[src/cmd_interp_params.svh]
// Constants for the ASCII output command interpreter
`ifndef CMD_INTERP_PARAMS_SVH
`define CMD_INTERP_PARAMS_SVH
`define CH_CR        8'h0D
`define CH_DOLLAR    8'h24
`define CH_AT        8'h40
`define CH_TILDE     8'h7E
`define CH_STAR      8'h2A
`define CH_BANG      8'h21
`define CH_QUEST     8'h3F
`define CH_GT        8'h3E
`define CH_P         8'h50
`define CH_D         8'h44
`define CH_ZERO      8'h30
`define PROTO_NATIVE 2'h0
`define PROTO_RTU    2'h1
`define PROTO_MASCII 2'h3
`define PROTO_SUPPORTED 4'h3
`define POL_BIT      1
`define BUF_LEN      8
`endif

[src/cmd_interp_pkg.sv]
// Types for the ASCII output command interpreter
package cmd_interp_pkg;
  typedef enum logic [1:0] {ST_RX, ST_EXEC, ST_TX} state_e;
  typedef logic [7:0] char_t;
endpackage : cmd_interp_pkg

[src/ascii_output_cmd.sv]
// ASCII command interpreter for a one-channel remote output module
`timescale 1ns/1ps
`include "cmd_interp_params.svh"
module ascii_output_cmd
  import cmd_interp_pkg::*;
#(
  parameter logic [7:0] SAFE_VALUE = 8'h00
) (
  input  wire logic       clk_sys,
  input  wire logic       rst_n,
  input  wire logic [7:0] module_addr,
  input  wire logic       unlock_switch,
  input  wire logic [1:0] stored_proto_in,
  input  wire logic [7:0] rx_data,
  input  wire logic       rx_valid,
  input  wire logic       rx_error,
  output logic      [7:0] tx_data,
  output logic            tx_valid,
  input  wire logic       tx_ready,
  output logic      [1:0] active_proto,
  output logic      [1:0] nv_proto_data,
  output logic            nv_proto_write,
  input  wire logic       wdt_timeout,
  output logic            wdt_clear,
  output logic            output_value,
  output logic            relay_drive
);
  state_e     state_reg;
  char_t      buf_reg [`BUF_LEN];
  logic [3:0] len_reg;
  logic       err_reg;
  char_t      tx_buf_reg [`BUF_LEN];
  logic [3:0] tx_len_reg;
  logic [3:0] tx_idx_reg;
  logic [1:0] stored_proto_reg;
  logic       pol_reg;
  logic       out_reg;
  logic       proto_loaded_reg;

  // Hex helpers
  function automatic logic is_hex(input char_t c);
    is_hex = (c >= 8'h30 && c <= 8'h39) || (c >= 8'h41 && c <= 8'h46);
  endfunction : is_hex
  function automatic logic [3:0] hex_val(input char_t c);
    hex_val = (c <= 8'h39) ? c[3:0] : 4'(c[3:0] + 4'h9);
  endfunction : hex_val
  function automatic char_t hex_chr(input logic [3:0] v);
    hex_chr = (v < 4'hA) ? 8'(8'h30 + {4'h0, v}) : 8'(8'h37 + {4'h0, v});
  endfunction : hex_chr

  // Slide switch is asynchronous to clk_sys: two flops before the decode sees it
  logic       unlock_meta_reg;
  logic       unlock_sync_reg;
  always_ff @(posedge clk_sys) begin
    unlock_meta_reg <= unlock_switch;
    unlock_sync_reg <= unlock_meta_reg;
  end
  // Decode of the held frame
  logic       addr_ok;
  logic [7:0] addr_val;
  logic [3:0] data_nib;
  logic [3:0] pol_nib;
  assign addr_ok  = is_hex(buf_reg[1]) && is_hex(buf_reg[2]);
  assign addr_val = {hex_val(buf_reg[1]), hex_val(buf_reg[2])};
  assign data_nib = hex_val(buf_reg[3]);
  assign pol_nib  = hex_val(buf_reg[5]);
  logic for_me;
  assign for_me = addr_ok && addr_val == module_addr;

  // A clean CR hands the frame over; an error on the CR itself also drops it
  logic frame_end;
  assign frame_end = state_reg == ST_RX && rx_valid && rx_data == `CH_CR &&
                     !err_reg && !rx_error;
  // Receive frames; a line error poisons the whole frame
  always_ff @(posedge clk_sys) begin
    if (!rst_n) begin
      len_reg <= 4'h0;
      err_reg <= 1'b0;
    end else if (state_reg == ST_RX && rx_valid) begin
      if (rx_data == `CH_CR) begin
        len_reg <= 4'h0;
        err_reg <= 1'b0;
      end else if (rx_error || len_reg == 4'(`BUF_LEN)) begin
        err_reg <= 1'b1;
      end else begin
        buf_reg[len_reg[2:0]] <= rx_data;
        len_reg <= len_reg + 4'h1;
      end
    end else if (state_reg == ST_RX && rx_error) begin
      err_reg <= 1'b1;
    end
  end
  logic [3:0] frame_len_reg;
  always_ff @(posedge clk_sys) begin
    if (!rst_n)
      frame_len_reg <= 4'h0;
    else if (state_reg == ST_RX && rx_valid && rx_data == `CH_CR)
      frame_len_reg <= len_reg;
  end

  // Command execution: build a reply or stay silent
  logic       send;
  char_t      r [`BUF_LEN];
  logic [3:0] rlen;
  logic       set_out, set_pol, save_proto, alive;
  always_comb begin
    send = 1'b0;
    rlen = 4'h0;
    set_out = 1'b0;
    set_pol = 1'b0;
    save_proto = 1'b0;
    alive = 1'b0;
    for (int i = 0; i < `BUF_LEN; i++)
      r[i] = `CH_CR;
    if (buf_reg[0] == `CH_TILDE && frame_len_reg == 4'h3 &&
        buf_reg[1] == `CH_STAR && buf_reg[2] == `CH_STAR) begin
      alive = 1'b1;
    end else if (for_me && frame_len_reg >= 4'h3) begin
      send = 1'b1;
      r[0] = `CH_QUEST;
      r[1] = buf_reg[1];
      r[2] = buf_reg[2];
      rlen = 4'h4;
      case (buf_reg[0])
        `CH_DOLLAR: begin
          if (frame_len_reg == 4'h4 && buf_reg[3] == `CH_P) begin
            r[0] = `CH_BANG;
            r[3] = hex_chr(`PROTO_SUPPORTED);
            r[4] = hex_chr({2'b00, stored_proto_reg});
            rlen = 4'h6;
          end else if (frame_len_reg == 4'h5 && buf_reg[3] == `CH_P) begin
            if (unlock_sync_reg && (buf_reg[4] == 8'h30 || buf_reg[4] == 8'h31 ||
                buf_reg[4] == 8'h33)) begin
              r[0] = `CH_BANG;
              save_proto = 1'b1;
            end
          end else
            send = 1'b0;
        end
        `CH_AT: begin
          if (frame_len_reg == 4'h3) begin
            r[0] = `CH_GT;
            r[1] = hex_chr({3'b000, out_reg});
            rlen = 4'h3;
          end else if (frame_len_reg == 4'h4 && is_hex(buf_reg[3])) begin
            if (wdt_timeout) begin
              r[0] = `CH_BANG;
              rlen = 4'h2;
            end else if (hex_val(buf_reg[3]) <= 4'h1) begin
              r[0] = `CH_GT;
              rlen = 4'h2;
              set_out = 1'b1;
            end // keeps the invalid reply
          end else
            send = 1'b0;
        end
        `CH_TILDE: begin
          if (frame_len_reg == 4'h4 && buf_reg[3] == `CH_D) begin
            r[0] = `CH_BANG;
            r[3] = `CH_ZERO;
            r[4] = hex_chr({2'b00, pol_reg, 1'b0});
            rlen = 4'h6;
          end else if (frame_len_reg == 4'h6 && buf_reg[3] == `CH_D &&
                       is_hex(buf_reg[4]) && is_hex(buf_reg[5])) begin
            r[0] = `CH_BANG;
            r[3] = buf_reg[4];
            r[4] = buf_reg[5];
            rlen = 4'h6;
            set_pol = 1'b1;
          end else
            send = 1'b0;
        end
        default: send = 1'b0;
      endcase
      if (send)
        r[rlen[2:0] - 3'h1] = `CH_CR;
    end
  end

  // Sequencer: receive, execute once, transmit
  always_ff @(posedge clk_sys) begin
    if (!rst_n) begin
      state_reg  <= ST_RX;
      tx_len_reg <= 4'h0;
      tx_idx_reg <= 4'h0;
    end else begin
      case (state_reg)
        ST_RX: if (frame_end) state_reg <= ST_EXEC;
        ST_EXEC: begin
          tx_idx_reg <= 4'h0;
          tx_len_reg <= rlen;
          for (int i = 0; i < `BUF_LEN; i++)
            tx_buf_reg[i] <= r[i];
          state_reg <= send ? ST_TX : ST_RX;
        end
        ST_TX: if (tx_ready) begin
          if (tx_idx_reg == tx_len_reg - 4'h1)
            state_reg <= ST_RX;
          tx_idx_reg <= tx_idx_reg + 4'h1;
        end
        default: state_reg <= ST_RX;
      endcase
    end
  end
  assign tx_valid = (state_reg == ST_TX);
  assign tx_data  = tx_buf_reg[tx_idx_reg[2:0]];

  // Output channel, forced safe after watchdog timeout
  always_ff @(posedge clk_sys) begin
    if (!rst_n)
      out_reg <= 1'b0;
    else if (wdt_timeout)
      out_reg <= SAFE_VALUE[0];
    else if (state_reg == ST_EXEC && set_out)
      out_reg <= data_nib[0];
  end
  always_ff @(posedge clk_sys) begin
    if (!rst_n)
      pol_reg <= 1'b0;
    else if (state_reg == ST_EXEC && set_pol)
      pol_reg <= pol_nib[`POL_BIT];
  end
  assign output_value = out_reg;
  assign relay_drive  = out_reg ^ pol_reg;

  // Protocol: stored copy tracks saves, active one latched once after reset
  always_ff @(posedge clk_sys) begin
    if (!rst_n) begin
      proto_loaded_reg <= 1'b0;
      stored_proto_reg <= 2'h0;
      active_proto     <= 2'h0;
      nv_proto_write   <= 1'b0;
      nv_proto_data    <= 2'h0;
    end else begin
      nv_proto_write <= 1'b0;
      if (!proto_loaded_reg) begin
        proto_loaded_reg <= 1'b1;
        stored_proto_reg <= stored_proto_in;
        active_proto     <= stored_proto_in;
      end else if (state_reg == ST_EXEC && save_proto) begin
        stored_proto_reg <= buf_reg[4][1:0];
        nv_proto_data    <= buf_reg[4][1:0];
        nv_proto_write   <= 1'b1;
      end
    end
  end
  assign wdt_clear = (state_reg == ST_EXEC) && alive;

  // Checks
  property p_silent_rx;
    @(posedge clk_sys) disable iff (!rst_n)
      $rose(tx_valid) |-> $past(rx_valid && rx_data == `CH_CR, 2);
  endproperty
  a_silent_rx: assert property (p_silent_rx) else $error("reply without a frame");
  property p_alive_quiet;
    @(posedge clk_sys) disable iff (!rst_n) wdt_clear |=> !tx_valid;
  endproperty
  a_alive_quiet: assert property (p_alive_quiet) else $error("reply to host-alive");
  property p_safe;
    @(posedge clk_sys) disable iff (!rst_n) wdt_timeout |=> out_reg == SAFE_VALUE[0];
  endproperty
  a_safe: assert property (p_safe) else $error("output not safe");
  property p_relay;
    @(posedge clk_sys) disable iff (!rst_n) relay_drive == (output_value != pol_reg);
  endproperty
  a_relay: assert property (p_relay) else $error("relay sense wrong");
  property p_saved_code;
    @(posedge clk_sys) disable iff (!rst_n) nv_proto_write |-> nv_proto_data != 2'h2;
  endproperty
  a_saved_code: assert property (p_saved_code) else $error("bad code saved");
  property p_active_held;
    @(posedge clk_sys) disable iff (!rst_n) proto_loaded_reg |=> $stable(active_proto);
  endproperty
  a_active_held: assert property (p_active_held) else $error("active protocol moved");
  property p_reply_cr;
    @(posedge clk_sys) disable iff (!rst_n)
      tx_valid && tx_ready && tx_idx_reg == tx_len_reg - 4'h1 |-> tx_data == `CH_CR;
  endproperty
  a_reply_cr: assert property (p_reply_cr) else $error("reply not closed by CR");
endmodule : ascii_output_cmd

[config.mk]
export PLATFORM = sky130hd
export DESIGN_NAME = ascii_output_cmd
export DESIGN_NICKNAME = d
export VERILOG_FILES = /design/src/cmd_interp_pkg.sv /design/src/ascii_output_cmd.sv
export VERILOG_INCLUDE_DIRS = /design/src
export SDC_FILE = /design/constraint.sdc
export NUM_CORES = 1
export LEC_CHECK = 0
export BUFFER_PORTS_ARGS = -buffer_cell sky130_fd_sc_hd__buf_2
export CAP_MARGIN = 5
export CORE_MARGIN = 2
export CORE_UTILIZATION = 55
export CTS_BUF_LIST = sky130_fd_sc_hd__clkbuf_4 sky130_fd_sc_hd__clkbuf_8
export CTS_CLUSTER_DIAMETER = 40
export DETAILED_ROUTE_END_ITERATION = 12
export HOLD_SLACK_MARGIN = 0.15
export PLACE_DENSITY = 0.73
export SLEW_MARGIN = 20
export SYNTH_ARGS = -nofsm -noshare
export SYNTH_HDL_FRONTEND = slang
export SYNTH_SLANG_ARGS = --single-unit
[constraint.sdc]
create_clock -name clk_sys -period 4.6 [get_ports clk_sys]
set_input_delay 0.23 -clock clk_sys [delete_from_list [all_inputs] [get_ports clk_sys]]
set_output_delay 0.23 -clock clk_sys [all_outputs]
set_load 0.05 [all_outputs]
# == Word-level counts from Yosys, hierarchy flattened ==
# Memory sizes are Yosys's and may differ from the RTL's. A register that Yosys moved wholly into a read port is not among the register bits.
# Cells that the tools add are included.
# word_totals
regBits,31
mem_bits_rw,128
input_bits,25
out_inout_bits,17
word_cells,243
n_memories,2
# op_classes
add_sub_neg,13
n_lt_le_gt_ge,26
eq_ne,26
muxes,101
bitwise,6
reduce_logical,54
# memory_table
memory,depth,width,read_ports,rd_ports_with_merged_regs,wr,line,rtl
buf_reg,8,8,6,0,1,ascii_output_cmd.sv:29,char_t buf_reg [`BUF_LEN];
tx_buf_reg,8,8,1,1,8,ascii_output_cmd.sv:32,char_t tx_buf_reg [`BUF_LEN];
# op_table
operator,n
$mux W64,3
$mux W16,4
$mux W8,7
$eq A8 B6 Y1 const B,6
$mux W1,43
$and A40 B40 Y40,1
$ge A8 B6 Y1 const B,5
$ge A8 B7 Y1 const B,5
$le A8 B6 Y1 const B,5
$le A8 B7 Y1 const B,5
$mux W4,10
$mux W5,8
$not A40 Y40,1
$logic_and A1 B1 Y1,34
$eq A8 B7 Y1 const B,4
$pmux W16 S2,1
$add A6 B2 Y7 const A,4
$demux W8 S3,1
$or A24 B24 Y24,1
$pmux W8 S3,1
$mux W2,10
$mux W3,6
$mux W14,1
$mux W7,2
other kinds (36),58

# == Longest topological paths before layout ==
# An unclocked memory read counts as a cell.
# logic_depth
ltp_word,22
ltp_mapped,14
depth_no_buf,13

# == Worst setup path after synthesis ==
# No wires, ideal clock.
# synth_path
path_type,flip-flop to flip-flop
startpoint,memory buf_reg[0][1] in the netlist's numbering
endpoint,memory tx_buf_reg[1][0] in the netlist's numbering (data pin)
setup_time_ps,261
arrival_time_ps,3007
required_ps,4339
setup_slack_ps,1332
path_stages_with_launch,13
n_path_buf,3
period_less_slack_ps,3268
path_cell_list,edfxtp_1 > or4_4 > or4_4 > buf_6 > nor2_4 > inv_2 > buf_6 > ha_1 > clkbuf_1 > nand2_1 > or3_1 > nand4_2 > a311o_1
# synth_lines
element,line
"start, declared",ascii_output_cmd.sv:29
"end, declared",ascii_output_cmd.sv:32

==> flow_metrics.py <==
metrics = {
    "cells_and_area": {
        "antennaDiodeCount": 0,
        "drive_gt1_share_pct": 15.7,
        "nets": 685,
        "area_growth_pct": 13.1,
        "largest_register_ffs": 48,
    },
    "power_and_ir_drop": {
        "p_leak_nw": 2.45,
        "ir_drop_v": 0.000239,
        "swShare_pct": 22.2,
        "p_clk_share_pct": 41.9,
        "total_power_w": 0.00210,
        "switching_power_w": 0.000466,
        "p_int_w": 0.00163,
        "power_frac_comb_pct": 3.8,
        "p_seq_share_pct": 54.3,
        "power-per-cell-area_nw_per_um2": 293,
    },
    "floorplanning": {
        "die_area_um2": 12400,
        "dieWidth_um": 111,
        "die_h_um": 111,
        "rows": 39,
        "coreArea_um2": 11300,
        "start_util_pct": 55.9,
        "io_pins": 42,
    },
    "worst_setup_path": {
        "worstPathMaxFanout": 9,
        "required_ns": 4.80,
        "r2r_start": "buf_reg[3][7]",
        "path_class": "flip-flop to flip-flop",
        "startpoint": "buf_reg[3][7]",
        "worstSetupStartpointType": "flip-flop",
        "cp.arrival_ns": 3.83,
        "end_kind": "flip-flop",
    },
    "timing": {
        "fin_crit_ns": 3.62,
        "tightest_slew_ns": 0.993,
        "drv_slew": 0,
        "rsz0062_at_grt": "false",
        "final.setup.tns_ns": 0,
        "period_share_pct": 78.8,
        "fmax_mhz": 276,
        "slew_headroom_pct": 33.3,
        "hold_viol": 0,
        "skew_ns": 0.00777,
        "setup_viol": 0,
    },
    "synthesis": {
        "postSynthAreaPerCell_um2": 10.8,
        "yosysUniqueCellTypes": 80,
        "yosysTopAreaCell": "edfxtp_1",
        "synth_edf_count": 84,
        "syn_area_um2": 6330,
        "synth_cells": 585,
        "ys_warn_count": 0,
        "ys_ff_latch": 117,
        "yosys-top-cells-area": "edfxtp_1 (40%), dfxtp_1 (10%), ha_1 (3.6%)",
        "yosys.area.top_type_share_pct": 39.9,
        "ys_seq_area_share_pct": 50.3,
        "async_flop_share_pct": 0,
        "ys.flop_type": "edfxtp_1",
    },
    "route": {
        "via_per_inst": 6.22,
        "ant_nets": 0,
        "drc_errors": 0,
        "drt_iter0_drc": 358,
        "wirelength_um": 15500,
        "via_count": 4958,
        "post_drt_wl_per_cell_um": 19.5,
        "drtPass1Iterations": 5,
    },
    "global_routing": {
        "grtUsageTotal_pct": 26.3,
        "grt_antenna_before_repair": 0,
        "grt_pass1_vias": 4847,
        "grt_max_degree": 37,
        "grt-ovfl-total": 0,
        "grt_pass1_wl_um": 25100,
    },
    "min_path": {
        "min_path_type": "input port to flip-flop",
        "min_from": "rx_valid",
    },
    "run_status": {
        "status": "finished, final reports clean",
    },
    "placed_design": {
        "gp_congestion": 0.900,
        "hpwl_um": 11600,
        "portBuffers": 41,
    },
    "clock_tree": {
        "cts.sinks": 117,
        "clk_pin_slew_worst_paths_ns": 0.07,
        "htree_num_levels": 4,
        "root_buffer": "clkbuf_8",
        "cts_buffers": 17,
        "cts_buffer_depth": 2,
        "ctsResizeCount": 0,
        "clkLatencyLatePin_ns": 0.43,
        "post_cts_buffers": 0,
        "cts_tree": "built",
    },
    "job": {
        "max-cap-violations": 0,
    },
}
power by group through the flow:
stage                     sequential, W  combinational (W)  clock, W
final                           0.00114          0.0000808  0.000880
after detailed placement        0.00116          0.0000706         0
after CTS                       0.00114          0.0000801  0.000896
after global routing            0.00114          0.0000890  0.000940
after global placement          0.00116          0.0000687         0
after floorplan                 0.00116          0.0000364         0
cell families after synthesis:
kind of cell / synth area share, %
other: 0.0593
muxes: 3.86
buffers and inverters: 3.06
adders and majority gates: 3.56
and+or+nand+nor: 22.0
xor gates and xnor gates: 2.08
AOI/OAI and AO/OA: 15.1
DFF: 50.3
synthesized netlist by cell type, types with 10 or more instances:
cell type	instances
nand4_1	12
a21oi_1	25
nor2_1	51
dfxtp_1	33
nor4_1	11
mux2i_1	12
clkbuf_1	14
a311oi_1	11
nand2b_1	13
nor3b_1	11
nand3_1	23
o21ai_0	10
ha_1	18
inv_1	21
nor3_1	19
edfxtp_1	84
nand2_1	41
per-stage QoR:
step           cell area (um^2)  std cells  setup slack (ns)  utilization, %  hold slack, ns
2_1_floorplan              6340        588              1.33               -           0.258
3_3_place_gp               6640        752              1.17            58.6           0.318
3_5_place_dp               6640        752              1.06            58.6           0.326
4_1_cts                    7150        797             0.969            63.1           0.241
5_1_grt                    7160        797             0.619            63.2           0.303
6_report                   7160        797             0.976            63.2           0.269
final cells by class:
type                            count  area, um^2
Clock buffer                       17         234
Tap cell                          143         179
Sequential cell                   117        3180
Inverter                           22        82.6
Multi-Input combinational cell    426        2970
Timing Repair Buffer               58         368
Clock inverter                     14         138
Fill cell                         954        4160
repair_timing:
action	4_1_cts	5_1_grt
hold endpoints to repair	55	0
hold buffers	14	0
endpoints found under the setup margin	0	0
cell usage in the layout (no fill, tap or decap), types with 13 or more instances in the layout:
master         synthesis  routed
edfxtp_1              84      84
nor2_1                51      50
nand2_1               41      41
buf_2                  2      41
dfxtp_1               33      33
a21oi_1               25      25
nand3_1               23      23
inv_1                 21      21
ha_1                  18      18
nor3_1                19      17
clkbuf_8               0      17
dlygate4sd3_1          0      14
nand2b_1              13      13
worst paths after layout:
| path | endpoint | slack [ns] | cells after the start |
|---|---|---|---|
| min reg2reg | unlock_sync_reg | 0.34 | 0 |
| max reg2reg | tx_buf_reg[3][6] | 0.98 | 10 |
| min | err_reg | 0.27 | 4 |
| max | tx_buf_reg[3][6] | 0.98 | 10 |
critical path, stage by stage, from the launching register on:
cell	delay, ns
edfxtp_1	0.40
or3b_1	0.43
nor4_2	0.56
nand2_1	0.11
a21oi_1	0.50
nor4_1	0.14
ha_1	0.32
nand2_1	0.12
or3_1	0.15
nand4_2	0.21
a311oi_1	0.45
per-layer routing:
metal | wire (um) | global-route usage [%] | part of all wire (%)
met1 | 6760 | 34.4 | 44
met3 | 673 | 5.14 | 4.3
met4 | 412 | 11.1 | 2.7
met2 | 7680 | 43.0 | 49
met5 | 0 | 0 | 0
Note: power is estimated with default switching activity, not from simulation.
